$ cat src/design/hdcd_pkg.sv
// Constants shared by the host direct command decoder: word fields, command
// codes, register offsets and the values loaded at reset or initialization.
// Assumes an 8-bit register file of 29 locations addressed by 5-bit words.
package hdcd_pkg;

    // Fields of a host word.
    localparam int CMD_BIT  = 7;
    localparam int READ_BIT = 6;
    localparam int CONT_BIT = 5;

    // Command codes carried in bits 4 to 0.
    localparam logic [4:0] CMD_IDLE       = 5'h00;
    localparam logic [4:0] CMD_SOFT_INIT  = 5'h03;
    localparam logic [4:0] CMD_FIFO_RESET = 5'h0f;
    localparam logic [4:0] CMD_TX_NOCRC   = 5'h10;
    localparam logic [4:0] CMD_TX_CRC     = 5'h11;
    localparam logic [4:0] CMD_DTX_NOCRC  = 5'h12;
    localparam logic [4:0] CMD_DTX_CRC    = 5'h13;
    localparam logic [4:0] CMD_NEXT_SLOT  = 5'h14;
    localparam logic [4:0] CMD_RX_BLOCK   = 5'h16;
    localparam logic [4:0] CMD_RX_ENABLE  = 5'h17;
    localparam logic [4:0] CMD_RSSI_INT   = 5'h18;
    localparam logic [4:0] CMD_RSSI_EXT   = 5'h19;

    // Register offsets.
    localparam logic [4:0] ADDR_CHIP_STATUS  = 5'h00;
    localparam logic [4:0] ADDR_PROTOCOL     = 5'h01;
    localparam logic [4:0] ADDR_TX_TIMER_HI  = 5'h04;
    localparam logic [4:0] ADDR_TX_TIMER_LO  = 5'h05;
    localparam logic [4:0] ADDR_RX_NORESP    = 5'h07;
    localparam logic [4:0] ADDR_RX_WAIT      = 5'h08;
    localparam logic [4:0] ADDR_MOD_CLK      = 5'h09;
    localparam logic [4:0] ADDR_RX_SPECIAL   = 5'h0a;
    localparam logic [4:0] ADDR_REGULATOR    = 5'h0b;
    localparam logic [4:0] ADDR_IRQ_CAUSE    = 5'h0c;
    localparam logic [4:0] ADDR_COL_MASK     = 5'h0d;
    localparam logic [4:0] ADDR_COL_POS      = 5'h0e;
    localparam logic [4:0] ADDR_SIGNAL_LEVEL = 5'h0f;
    localparam logic [4:0] ADDR_RESERVED     = 5'h15;
    localparam logic [4:0] ADDR_NO_REG       = 5'h17;
    localparam logic [4:0] ADDR_FIFO_STATUS  = 5'h1c;
    localparam logic [4:0] ADDR_LAST_REG     = 5'h1c;
    localparam logic [4:0] ADDR_FIFO_DATA    = 5'h1f;
    localparam int         NUM_REGS          = 29;

    // Values loaded at reset and by software initialization.
    localparam logic [7:0] INIT_CHIP_STATUS  = 8'h01;
    localparam logic [7:0] INIT_PROTOCOL     = 8'h21;
    localparam logic [7:0] INIT_TX_TIMER     = 8'hc1;
    localparam logic [7:0] INIT_RX_NORESP    = 8'h0e;
    localparam logic [7:0] INIT_RX_WAIT      = 8'h07;
    localparam logic [7:0] INIT_MOD_CLK      = 8'h91;
    localparam logic [7:0] INIT_RX_SPECIAL   = 8'h10;
    localparam logic [7:0] INIT_REGULATOR    = 8'h87;
    localparam logic [7:0] INIT_COL_MASK     = 8'h3e;
    localparam logic [7:0] INIT_SIGNAL_LEVEL = 8'h40;
    localparam logic [7:0] INIT_ZERO         = 8'h00;

    // Protocol field that marks the vicinity-card family.
    localparam int         PROTO_FAMILY_HI   = 4;
    localparam int         PROTO_FAMILY_LO   = 3;
    localparam logic [1:0] PROTO_VICINITY    = 2'b00;

    // Placement of the two 3-bit level results.
    localparam int RSSI_HI = 5;

    // Dummy cycles issued by the idle command.
    localparam logic [3:0] DUMMY_PARALLEL = 4'h1;
    localparam logic [3:0] DUMMY_SPI      = 4'h8;

    // Timing defaults, in clock cycles.
    localparam int TICK_CYCLES_DEF = 74;
    localparam int INIT_CYCLES_DEF = 16;

    typedef enum logic [1:0] {
        ST_HEADER = 2'b00,
        ST_WRITE  = 2'b01,
        ST_READ   = 2'b10,
        ST_INIT   = 2'b11
    } hdcd_state_t;

endpackage

$ cat src/design/hdcd_decoder.sv
// Host direct command decoder: splits host words into address words and
// direct commands, owns the register file and steers the RF logic.
// Assumes the link logic delivers bytes on clk and frames them by a level.
//
// How it works
// - Top bit of a host word selects command or register address.
// - Address word: bit 6 read, bit 5 continuous, bits 4..0 address.
// - A command word triggers reader action instead of a register access.
// - Idle issues one dummy cycle in parallel mode, eight in SPI mode.
// - Software initialization reloads every register like power-on.
// - Initialization gives 0x01, 0x21 and 0x00 in the first registers.
// - Protocol, timer bytes 0xC1, rx wait, rx special match power-on.
// - FIFO reset empties FIFO, clears FIFO status and collision position.
// - Immediate transmission starts once the first payload byte arrives.
// - Code 0x11 appends CRC; code 0x10 sends without CRC.
// - Codes 0x13 and 0x12 start transmission on transmit timer expiry.
// - Next-slot command acts only with the vicinity protocol selected.
// - Codes 0x18 and 0x19 measure internal and external RF levels.
// - Block receiver holds the bit decoder and framer in reset.
// - Enable receiver releases the decoder reset.
// - Blocked receiver frees at transmit end, or after nonzero wait time.
// - Both measurements write 3-bit levels into the signal level register.

`timescale 1ns/100ps
`default_nettype none

module hdcd_decoder
    import hdcd_pkg::*;
#(
    parameter int TICK_CYCLES = TICK_CYCLES_DEF,
    parameter int INIT_CYCLES = INIT_CYCLES_DEF
) (
    input  wire logic       clk,
    input  wire logic       rst,
    input  wire logic       port_is_spi,
    input  wire logic       frame_active,
    input  wire logic       word_valid,
    input  wire logic [7:0] word_data,
    input  wire logic       rd_req,
    output logic      [7:0] rd_data,
    output logic            rd_valid,
    output logic            fifo_wr,
    output logic      [7:0] fifo_wr_data,
    output logic            fifo_clear,
    output logic            tx_start,
    output logic            tx_with_crc,
    input  wire logic       tx_done,
    output logic            slot_marker,
    output logic            rx_decoder_reset,
    output logic            rssi_start,
    output logic            rssi_external,
    input  wire logic       rssi_done,
    input  wire logic [5:0] rssi_levels,
    input  wire logic [7:0] irq_set,
    input  wire logic       fifo_level_valid,
    input  wire logic [7:0] fifo_level,
    input  wire logic       col_valid,
    input  wire logic [7:0] col_pos,
    output logic            dummy_clk_en,
    output logic            init_busy,
    output logic      [7:0] chip_status,
    output logic      [7:0] protocol_sel
);

    if (TICK_CYCLES < 1 || TICK_CYCLES > 65535) begin : g_tick_check
        $error("TICK_CYCLES must lie between 1 and 65535");
    end
    if (INIT_CYCLES < 1 || INIT_CYCLES > 255) begin : g_init_check
        $error("INIT_CYCLES must lie between 1 and 255");
    end

    localparam logic [15:0] TICK_LAST = 16'(TICK_CYCLES - 1);
    localparam logic [7:0]  INIT_LAST = 8'(INIT_CYCLES - 1);

    // Value each register takes at reset and at software initialization.
    function automatic logic [7:0] init_value(input logic [4:0] a);
        logic [7:0] v;
        v = INIT_ZERO;
        if (a == ADDR_CHIP_STATUS) begin
            v = INIT_CHIP_STATUS;
        end else if (a == ADDR_PROTOCOL) begin
            v = INIT_PROTOCOL;
        end else if (a == ADDR_TX_TIMER_HI || a == ADDR_TX_TIMER_LO) begin
            v = INIT_TX_TIMER;
        end else if (a == ADDR_RX_NORESP) begin
            v = INIT_RX_NORESP;
        end else if (a == ADDR_RX_WAIT) begin
            v = INIT_RX_WAIT;
        end else if (a == ADDR_MOD_CLK) begin
            v = INIT_MOD_CLK;
        end else if (a == ADDR_RX_SPECIAL) begin
            v = INIT_RX_SPECIAL;
        end else if (a == ADDR_REGULATOR) begin
            v = INIT_REGULATOR;
        end else if (a == ADDR_COL_MASK) begin
            v = INIT_COL_MASK;
        end else if (a == ADDR_SIGNAL_LEVEL) begin
            v = INIT_SIGNAL_LEVEL;
        end
        return v;
    endfunction

    // Locations the host may write; interrupt, collision, level and FIFO status and reserved ones only read.
    function automatic logic host_writable(input logic [4:0] a);
        logic w;
        w = 1'b1;
        if (a >= ADDR_IRQ_CAUSE && a <= ADDR_SIGNAL_LEVEL && a != ADDR_COL_MASK) begin
            w = 1'b0;
        end else if (a == ADDR_RESERVED || a == ADDR_NO_REG || a >= ADDR_FIFO_STATUS) begin
            w = 1'b0;
        end
        return w;
    endfunction

    logic [1:0]  spi_sync_reg;
    logic [7:0]  regs_reg [NUM_REGS];
    hdcd_state_t state_reg;
    logic [4:0]  ptr_reg;
    logic        cont_reg;
    logic [7:0]  init_cnt_reg;
    logic [3:0]  dummy_cnt_reg;
    logic [15:0] tick_cnt_reg;
    logic        tick;
    logic        tx_armed_reg;
    logic        tx_delayed_reg;
    logic        tx_loaded_reg;
    logic [15:0] tx_timer_reg;
    logic        tx_expired_reg;
    logic        rx_block_reg;
    logic        rx_wait_run_reg;
    logic [7:0]  rx_wait_cnt_reg;

    // Decoded events of the current word.
    logic        take;
    logic        is_cmd;
    logic [4:0]  code;
    logic        host_wr;
    logic        host_rd;
    logic        soft_init;
    logic        cmd_fifo_reset;
    logic        cmd_tx;
    logic        irq_read;
    logic        tx_fire;

    // The SPI mode strap is a pin, so it passes two flip-flops first.
    always_ff @(posedge clk) begin
        if (rst) begin
            spi_sync_reg <= 2'b00;
        end else begin
            spi_sync_reg <= {spi_sync_reg[0], port_is_spi};
        end
    end

    // Words are refused while an initialization runs.
    // words ignored during initialization
    assign take    = word_valid && frame_active && state_reg != ST_INIT;
    // top bit splits command from address
    assign is_cmd  = word_data[CMD_BIT];
    assign code    = word_data[4:0];
    assign host_wr = take && state_reg == ST_WRITE;
    assign host_rd = rd_req && frame_active && state_reg == ST_READ;
    assign soft_init      = take && state_reg == ST_HEADER && is_cmd
                            && code == CMD_SOFT_INIT;
    assign cmd_fifo_reset = take && state_reg == ST_HEADER && is_cmd
                            && code == CMD_FIFO_RESET;
    assign cmd_tx         = take && state_reg == ST_HEADER && is_cmd
                            && code >= CMD_TX_NOCRC && code <= CMD_DTX_CRC;
    assign irq_read       = host_rd && ptr_reg == ADDR_IRQ_CAUSE;

    // Word sequencing within a frame.
    // read, continuous and address fields
    always_ff @(posedge clk) begin
        if (rst) begin
            state_reg    <= ST_HEADER;
            ptr_reg      <= 5'h00;
            cont_reg     <= 1'b0;
            init_cnt_reg <= 8'h00;
        end else if (state_reg == ST_INIT) begin
            if (init_cnt_reg == INIT_LAST) begin
                state_reg <= ST_HEADER;
            end
            init_cnt_reg <= init_cnt_reg + 8'h01;
        end else if (soft_init) begin
            state_reg    <= ST_INIT;
            init_cnt_reg <= 8'h00;
        end else if (!frame_active) begin
            state_reg <= ST_HEADER;
        end else begin
            case (state_reg)
                ST_HEADER: begin
                    if (take && !is_cmd) begin
                        ptr_reg   <= word_data[4:0];
                        cont_reg  <= word_data[CONT_BIT];
                        state_reg <= word_data[READ_BIT] ? ST_READ : ST_WRITE;
                    end
                end
                ST_WRITE: begin
                    if (take) begin
                        // Single mode expects a fresh address word after one byte.
                        if (cont_reg) begin
                            ptr_reg <= ptr_reg + 5'h01;
                        end else begin
                            state_reg <= ST_HEADER;
                        end
                    end
                end
                ST_READ: begin
                    if (host_rd) begin
                        if (cont_reg) begin
                            ptr_reg <= ptr_reg + 5'h01;
                        end else begin
                            state_reg <= ST_HEADER;
                        end
                    end
                end
                default: begin
                    state_reg <= ST_HEADER;
                end
            endcase
        end
    end
    assign init_busy = state_reg == ST_INIT;

    // Register file; new interrupt events win over host clears, FIFO reset wins over status updates.
    always_ff @(posedge clk) begin
        if (rst || soft_init) begin
            for (int i = 0; i < NUM_REGS; i++) begin
                regs_reg[i] <= init_value(5'(i));
            end
        end else begin
            if (host_wr && host_writable(ptr_reg)) begin
                regs_reg[ptr_reg] <= word_data;
            end
            // Cause bits clear on read or protocol change but new events stick.
            if (irq_read || (host_wr && ptr_reg == ADDR_PROTOCOL)) begin
                regs_reg[ADDR_IRQ_CAUSE] <= irq_set;
            end else begin
                regs_reg[ADDR_IRQ_CAUSE] <= regs_reg[ADDR_IRQ_CAUSE] | irq_set;
            end
            // FIFO reset clears status and collision
            if (cmd_fifo_reset) begin
                regs_reg[ADDR_FIFO_STATUS] <= INIT_ZERO;
                regs_reg[ADDR_COL_POS]     <= INIT_ZERO;
            end else begin
                if (fifo_level_valid) begin
                    regs_reg[ADDR_FIFO_STATUS] <= fifo_level;
                end
                if (col_valid) begin
                    regs_reg[ADDR_COL_POS] <= col_pos;
                end
            end
            // levels land in the low six bits
            if (rssi_done) begin
                regs_reg[ADDR_SIGNAL_LEVEL][RSSI_HI:0] <= rssi_levels;
            end
        end
    end
    assign chip_status  = regs_reg[ADDR_CHIP_STATUS];
    assign protocol_sel = regs_reg[ADDR_PROTOCOL];

    // Read data; unmapped locations answer zero.
    always_ff @(posedge clk) begin
        if (rst) begin
            rd_data  <= 8'h00;
            rd_valid <= 1'b0;
        end else begin
            rd_valid <= host_rd;
            if (host_rd) begin
                rd_data <= (ptr_reg <= ADDR_LAST_REG && ptr_reg != ADDR_NO_REG)
                           ? regs_reg[ptr_reg] : 8'h00;
            end
        end
    end

    // Bytes written at the FIFO location go straight to the FIFO.
    always_ff @(posedge clk) begin
        if (rst) begin
            fifo_wr      <= 1'b0;
            fifo_wr_data <= 8'h00;
            fifo_clear   <= 1'b0;
        end else begin
            fifo_wr    <= host_wr && ptr_reg == ADDR_FIFO_DATA;
            fifo_clear <= cmd_fifo_reset || soft_init;
            if (host_wr) begin
                fifo_wr_data <= word_data;
            end
        end
    end

    // Single pulse commands; undefined codes fall through untouched.
    // undefined codes do nothing
    always_ff @(posedge clk) begin
        if (rst) begin
            slot_marker   <= 1'b0;
            rssi_start    <= 1'b0;
            rssi_external <= 1'b0;
        end else begin
            slot_marker <= 1'b0;
            rssi_start  <= 1'b0;
            if (take && state_reg == ST_HEADER && is_cmd) begin
                if (code == CMD_NEXT_SLOT) begin
                    slot_marker <= protocol_sel[PROTO_FAMILY_HI:PROTO_FAMILY_LO]
                                   == PROTO_VICINITY;
                end
                if (code == CMD_RSSI_INT || code == CMD_RSSI_EXT) begin
                    rssi_start    <= 1'b1;
                    rssi_external <= code == CMD_RSSI_EXT;
                end
            end
        end
    end

    // Idle command: a burst of dummy cycles sized by the port mode.
    // one or eight dummy cycles
    always_ff @(posedge clk) begin
        if (rst || soft_init) begin
            dummy_cnt_reg <= 4'h0;
        end else if (take && state_reg == ST_HEADER && is_cmd && code == CMD_IDLE) begin
            dummy_cnt_reg <= spi_sync_reg[1] ? DUMMY_SPI : DUMMY_PARALLEL;
        end else if (dummy_cnt_reg != 4'h0) begin
            dummy_cnt_reg <= dummy_cnt_reg - 4'h1;
        end
    end
    assign dummy_clk_en = dummy_cnt_reg != 4'h0;

    // Timer base; a free divider keeps one enable pulse for both timers.
    always_ff @(posedge clk) begin
        if (rst || tick) begin
            tick_cnt_reg <= 16'h0000;
        end else begin
            tick_cnt_reg <= tick_cnt_reg + 16'h0001;
        end
    end
    assign tick = tick_cnt_reg == TICK_LAST;

    // Transmission: arm on command, load on first payload, fire at once or, for delayed codes, on timer.
    assign tx_fire = tx_armed_reg && tx_loaded_reg
                     && (!tx_delayed_reg || tx_expired_reg);
    always_ff @(posedge clk) begin
        if (rst || soft_init) begin
            tx_armed_reg   <= 1'b0;
            tx_delayed_reg <= 1'b0;
            tx_loaded_reg  <= 1'b0;
            tx_with_crc    <= 1'b0;
            tx_start       <= 1'b0;
        end else begin
            tx_start <= tx_fire;
            if (cmd_tx) begin
                tx_armed_reg   <= 1'b1;
                tx_loaded_reg  <= 1'b0;
                // CRC chosen by lowest code bit
                tx_with_crc    <= code[0];
                tx_delayed_reg <= code[1];
            end else if (tx_fire) begin
                tx_armed_reg <= 1'b0;
            end else if (fifo_wr && tx_armed_reg) begin
                tx_loaded_reg <= 1'b1;
            end
        end
    end

    // Delay counter loaded from both timer bytes at every transmit command.
    // timer expiry gates start
    always_ff @(posedge clk) begin
        if (rst || soft_init) begin
            tx_timer_reg   <= 16'h0000;
            tx_expired_reg <= 1'b0;
        end else if (cmd_tx) begin
            tx_timer_reg   <= {regs_reg[ADDR_TX_TIMER_HI], regs_reg[ADDR_TX_TIMER_LO]};
            tx_expired_reg <= 1'b0;
        end else if (tx_timer_reg == 16'h0000) begin
            tx_expired_reg <= tx_delayed_reg && tx_armed_reg;
        end else if (tick) begin
            tx_timer_reg <= tx_timer_reg - 16'h0001;
        end
    end

    // Receiver block with release by command, transmit end or wait time.
    always_ff @(posedge clk) begin
        if (rst || soft_init) begin
            rx_block_reg    <= 1'b0;
            rx_wait_run_reg <= 1'b0;
            rx_wait_cnt_reg <= 8'h00;
        end else if (take && state_reg == ST_HEADER && is_cmd && code == CMD_RX_BLOCK) begin
            rx_block_reg    <= 1'b1;
            rx_wait_run_reg <= 1'b0;
        end else if (take && state_reg == ST_HEADER && is_cmd && code == CMD_RX_ENABLE) begin
            rx_block_reg    <= 1'b0;
            rx_wait_run_reg <= 1'b0;
        end else if (tx_done && rx_block_reg) begin
            // release at end or after wait
            rx_block_reg    <= regs_reg[ADDR_RX_WAIT] != 8'h00;
            rx_wait_run_reg <= regs_reg[ADDR_RX_WAIT] != 8'h00;
            rx_wait_cnt_reg <= regs_reg[ADDR_RX_WAIT];
        end else if (rx_wait_run_reg && tick) begin
            if (rx_wait_cnt_reg == 8'h01) begin
                rx_block_reg    <= 1'b0;
                rx_wait_run_reg <= 1'b0;
            end
            rx_wait_cnt_reg <= rx_wait_cnt_reg - 8'h01;
        end
    end
    assign rx_decoder_reset = rx_block_reg;

endmodule

`default_nettype wire

$ cat config.mk
export PLATFORM = sky130hd
export DESIGN_NAME = hdcd_decoder
export DESIGN_NICKNAME = d
export VERILOG_FILES = /design/src/design/hdcd_pkg.sv /design/src/design/hdcd_decoder.sv
export SDC_FILE = /design/constraint.sdc
export NUM_CORES = 1
export LEC_CHECK = 0
export BUFFER_PORTS_ARGS = -buffer_cell sky130_fd_sc_hd__buf_2
export CORE_ASPECT_RATIO = 0.8
export CORE_MARGIN = 2
export CORE_UTILIZATION = 56
export CTS_BUF_LIST = sky130_fd_sc_hd__clkbuf_8
export CTS_CLUSTER_DIAMETER = 100
export DETAILED_ROUTE_END_ITERATION = 16
export PLACE_DENSITY = 0.73
export SYNTH_ARGS = -nofsm -noshare
export SYNTH_HDL_FRONTEND = slang
export SYNTH_SLANG_ARGS = --single-unit
$ cat constraint.sdc
create_clock -name clk -period 8.8 [get_ports clk]
set_input_delay 0 -clock clk [delete_from_list [all_inputs] [get_ports clk]]
set_output_delay 0 -clock clk [all_outputs]
set_load 0.01 [all_outputs]
==> results.ini, run 1 <==
[synth]
synth.most_common_cell=edfxtp_1
yosysUniqueCellTypes=78
async_flop_share=0
yosysSeqAreaShare=0.575
post_synth.cell_area_avg_sq_um=12.3
syn_inst=1357
synth.largest_area_cell=edfxtp_1
synth_common_cells=edfxtp_1 (256), and2_1 (102), dfxtp_1 (97)
ys_seq_elements=353
synthFlopType=edfxtp_1
synth_edf_count=256
yosys.area.top_type_share=0.459
syn_area_sq_mm=0.0167
ys_top_cells_by_area=edfxtp_1 (46%), dfxtp_1 (12%), mux4_2 (8.3%), and2_1 (3.8%), nor2_1 (2.0%)
yosysWarnings=0

[clock_tree]
tritoncts=yes
cts_root_buffer=clkbuf_8
htree_num_levels=2
cts_sinks=353
clockBufferDepth=3
clock_latency_ps=610
cts_buffers=53
clk_pin_slew_ps=60

[global_route]
grt_use_total=0.296
grt_overflow=0
grt_pass1_wl_microns=68700
grt_start_max_net_pins=55
antenna_found_initial=0
grt_pass1_vias=11600

[cells_and_area]
regArea_sq_mm=0.00964
multi_input_area_sq_mm=0.00674
area_growth_pct=14.4
fillCellCount=2192
largest_register_ffs=256
nets=1591
drive_gt1_frac=0.178
antenna_cells=0

[die]
io_pins=91
dieArea_sq_mm=0.0313
die_w_microns=197
coreArea_sq_mm=0.0294
num_rows=56
initial_core_util=0.570
die_y_microns=159

[worst_setup_path]
rr_worst_depth=8
end_kind=register
path_cells=ha_1 > nand4b_1 > o31a_2 > buf_4 > and4_1 > buf_4 > nand2_1 > nand2_1
rr_endpoint=regs_reg[18][6]
crit_required_ps=9050
crit_path_max_fanout=49
critPathArrivalTime_ps=4820
path_class=reg2reg
regToRegSetupSlack_ps=4230
reg2reg_from=state_reg[1]
cpPeakStageDelay_ps=730
slowest_stage=o31a_2
cp-start-kind=register
critical_path.top_delay_family=simple AND/OR/NAND/NOR gates
path_buf_inv=2

[power_and_ir_drop]
p_leak_uw=0.00706
peakVddDrop_uv=117
p_total_uw=3520
p_per_area_mw_per_mm2=184

[routing]
drt-pass1-iter-count=6
wirelength_microns=45300
viasPerCell=6.21
wl_per_cell_microns=23.3
remaining_drc_errors=0
initialDrtViolationCount=1408
antenna_left=0
num_vias=12100

[place]
io_buffers=90
place.gp.congestion=0.918
dpl.hpwl_microns=29300

[sta]
fmax_mhz=219
rsz0062_at_grt=no
drv_slew=0
setup_tns_ps=0
fin_crit_sh=0.519
clock_skew_ps=33.7
finalSetupViolations=0
worst_pin_slew_ps=1150
slew-limit-headroom=0.234
hold_violations=0
period_needed_ps=4570

[run_status]
run_status=completed

[worst_hold_path]
min_path_type=in2reg
holdPathEnd=regs_reg[29][3]
holdPathStages=2
min_from=word_data[3]

[run]
drv_cap=0

-- stage by stage --
stage               hold slack, ps   util  std cells  setup WS, ps  area [sq um]
floorplan                     98.9      -       1403          5900         16900
global placement               209  0.597       1791          4550         17500
detailed placement             218  0.597       1791          4430         17500
CTS                           8.59  0.652       1947          4410         19100
global route                  15.9  0.652       1947          3940         19100
finish                        30.3  0.652       1947          4230         19100
-- layer usage --
layer  vias up  track usage  wire, microns  share of wire
met3       100       0.0644           5260           0.12
met4         0       0.0999           1300          0.029
met1      5877        0.425          18600           0.41
li1       5388            -              -              -
met2       719        0.450          20100           0.44
met5         -            0              0              0
-- report_power, final --
part           internal, uW  total [uW]  leakage, uW  switching (uW)
Sequential             1850        1890      0.00332            40.2
Clock                   679        1320     0.000606             640
Combinational           124         311      0.00314             188
-- what timing repair did --
item                                    in CTS  in global routing
endpoints found under the setup margin       0                  0
endpoints found under the hold margin       79                  0
buffers inserted                             0                  0
resized for setup                            0                  0
hold buffers                                56                  0
-- worst max-delay path by stage --
stage                       startpoint               to  cells past startpoint
after floorplan             ptr_reg[0]   regs_reg[7][0]                      9
after global placement    state_reg[0]  regs_reg[18][5]                      8
after detailed placement  state_reg[1]  regs_reg[18][1]                      8
after CTS                 state_reg[1]  regs_reg[18][6]                      8
after global routing      state_reg[0]  regs_reg[18][6]                      8
final                     state_reg[1]  regs_reg[18][6]                      8
-- kinds of logic (layout without fill, tap and decap cells) --
family,after synthesis,after routing,synth area share
simple gates,552,552,0.184
fa+ha+maj,18,18,0.0135
mux,101,101,0.107
buf+inv,125,292,0.0322
xor+xnor,27,27,0.0141
other cells,2,48,0.000449
compound gates,179,179,0.0734
flops,353,353,0.575
-- cells in the final DEF, fill, tap and decap left out, drive strengths merged, types with 8 or more instances in the layout --
cell	Yosys	final
edfxtp	256	256
buf	40	108
and2	103	103
nor2	100	100
dfxtp	97	97
nand2	90	90
clkbuf	57	63
mux4	62	62
dlygate4sd3	0	56
a21oi	54	54
and3	51	51
conb	2	48
inv	28	46
nand3	37	37
o21ai	34	34
mux2i	33	33
nor3	30	30
nand2b	24	24
nand4	22	22
nor4	20	20
xor2	18	18
ha	18	18
clkinv	0	17
nor2b	14	14
nand3b	14	14
a22o	12	12
a22oi	10	10
or2	10	10
nor3b	9	9
xnor2	9	9
a221oi	8	8
-- cell type report --
type,count,share of cell area
clock inverter,37,0.00928
tap,377,0.0246
sequential,353,0.503
multi-input combinational,925,0.352
clock buffer,63,0.0453
inverter,28,0.00549
timing repair buffer,164,0.0599
(Power assumes the default switching activity.)
==> inputs of run 2 (changes only) <==
PLACE_DENSITY = 0.76   (was 0.73)
clock period = 3.7 ns   (was 8.8 ns; I/O delays follow)
==> results.ini, run 2 (synthesized netlist as in run 1, its figures left out) <==
[worst_setup_path]
reg2reg_from=ptr_reg[0]
rr_worst_depth=9
crit_required_ps=3960
startpoint=ptr_reg[0]
regToRegSetupSlack_ps=450
critPathArrivalTime_ps=3510
end_kind=register
cp-start-kind=register
crit_path_max_fanout=12
rr_endpoint=regs_reg[4][2]
endpoint=regs_reg[4][2]
path_class=reg2reg

[sta]
finalWorstSetupSlack_ps=454
setup_tns_ps=0
clock_skew_ps=13.3
slew-limit-headroom=0.427
rsz0062_at_grt=no
fmax_mhz=308
worst_pin_slew_ps=858
drv_slew=0
hold_violations=0
fin_crit_sh=0.877
period_needed_ps=3250
finalSetupViolations=0

[clock_tree]
clk_pin_slew_ps=70
clock_latency_ps=600
clockBufferDepth=3
tritoncts=yes
htree_num_levels=2
cts_root_buffer=clkbuf_8
cts_sinks=353
cts_buffers=54
ctsResizeCount=0

[die]
initial_core_util=0.570
coreArea_sq_mm=0.0294
die_y_microns=159
num_rows=56
io_pins=91
die_w_microns=197
dieArea_sq_mm=0.0313

[routing]
remaining_drc_errors=0
wl_per_cell_microns=22.7
viasPerCell=6.17
antenna_left=0
drt-pass1-iter-count=5
initialDrtViolationCount=1511
num_vias=12100
wirelength_microns=44600

[power_and_ir_drop]
p_leak_uw=0.00718
peakVddDrop_uv=337
p_per_area_mw_per_mm2=441

[cells_and_area]
nets=1611
fillCellCount=2148
final_cell_mix=edfxtp_1 (256), and2_1 (102), dfxtp_1 (94), nor2_1 (91)
multi_input_area_sq_mm=0.00674
drive_gt1_frac=0.188
regArea_sq_mm=0.00964
final_common_cell=edfxtp_1
area_growth_pct=15.7
largest_register_ffs=256

[global_route]
antenna_found_initial=1
grt_pass1_vias=11600
grt_overflow=0
grt_pass1_wl_microns=67700
grt_start_max_net_pins=43
grt_use_total=0.291

[run_status]
run_status=completed

[worst_hold_path]
min_path_type=in2reg
min_from=word_data[3]

[place]
pre_cts_ws_ps=531
place.gp.congestion=0.933
dpl.hpwl_microns=29700
io_buffers=90

[run]
drv_cap=0

[run 2: cell types whose count changed in the layout (fill, tap and decap cells not counted), sizes merged]
cell,change
dlygate4sd3,+1
clkbuf,-3
bufinv,+3
buf,+18
diode,+1
inv,-4
clkinv,+4
[run 2: repair_timing]
action / CTS / global route
hold buffers: 57 / 0
hold endpoints to repair: 79 / 0
setup buffers: 0 / 0
[run 2: critical path: stages, from the launching register on]
cell and delay [ps]:
dfxtp_1 390, ha_1 240, and3_1 200, ha_1 200
a21o_1 190, a221oi_4 430, nand2_1 320, buf_4 300
nor2_2 260, nand2b_1 370
[run 2: worst min-delay path by stage]
stage                            to  depth (start not counted)  slack, ps
CTS                  tx_delayed_reg                          4         20
finish              regs_reg[30][3]                          2         40
global placement    spi_sync_reg[0]                          2        210
global route        regs_reg[30][3]                          2         30
floorplan           regs_reg[29][0]                          0        100
detailed placement  spi_sync_reg[0]                          2        220
[run 2: report_power, final]
part | switching (uW) | internal [uW]
Clock | 1530 | 1770
Sequential | 94.7 | 4390
Combinational | 444 | 302
Total | 2070 | 6460
[run 2: layout make-up]
type | count | area share
flip-flops and latches | 353 | 0.498
repair buffers | 183 | 0.0680
inverters | 28 | 0.00543
multi-input cells | 925 | 0.348
clock inverters | 40 | 0.0139
well taps | 377 | 0.0244
diodes | 1 | 0.000129
clock buffers | 60 | 0.0426
[run 2: per-layer routing]
metal / vias to the layer above / global-route usage / routed length (microns)
met1: 5910 / 0.409 / 17900
met5: - / 0 / 0
met4: 0 / 0.112 / 1550
li1: 5415 / - / -
met2: 710 / 0.437 / 19700
met3: 106 / 0.0779 / 5450
[run 2: metrics by stage]
stage	instances	total power, uW	utilization	instance area, sq um	hold slack, ps
3_3_place_gp	1809	5230	0.603	17700	215
4_1_cts	1966	8530	0.660	19400	19.7
3_5_place_dp	1809	5250	0.603	17700	223
2_1_floorplan	1403	4990	-	16900	98.9
6_report	1967	8530	0.660	19400	40.8
5_1_grt	1966	8790	0.660	19400	34.7
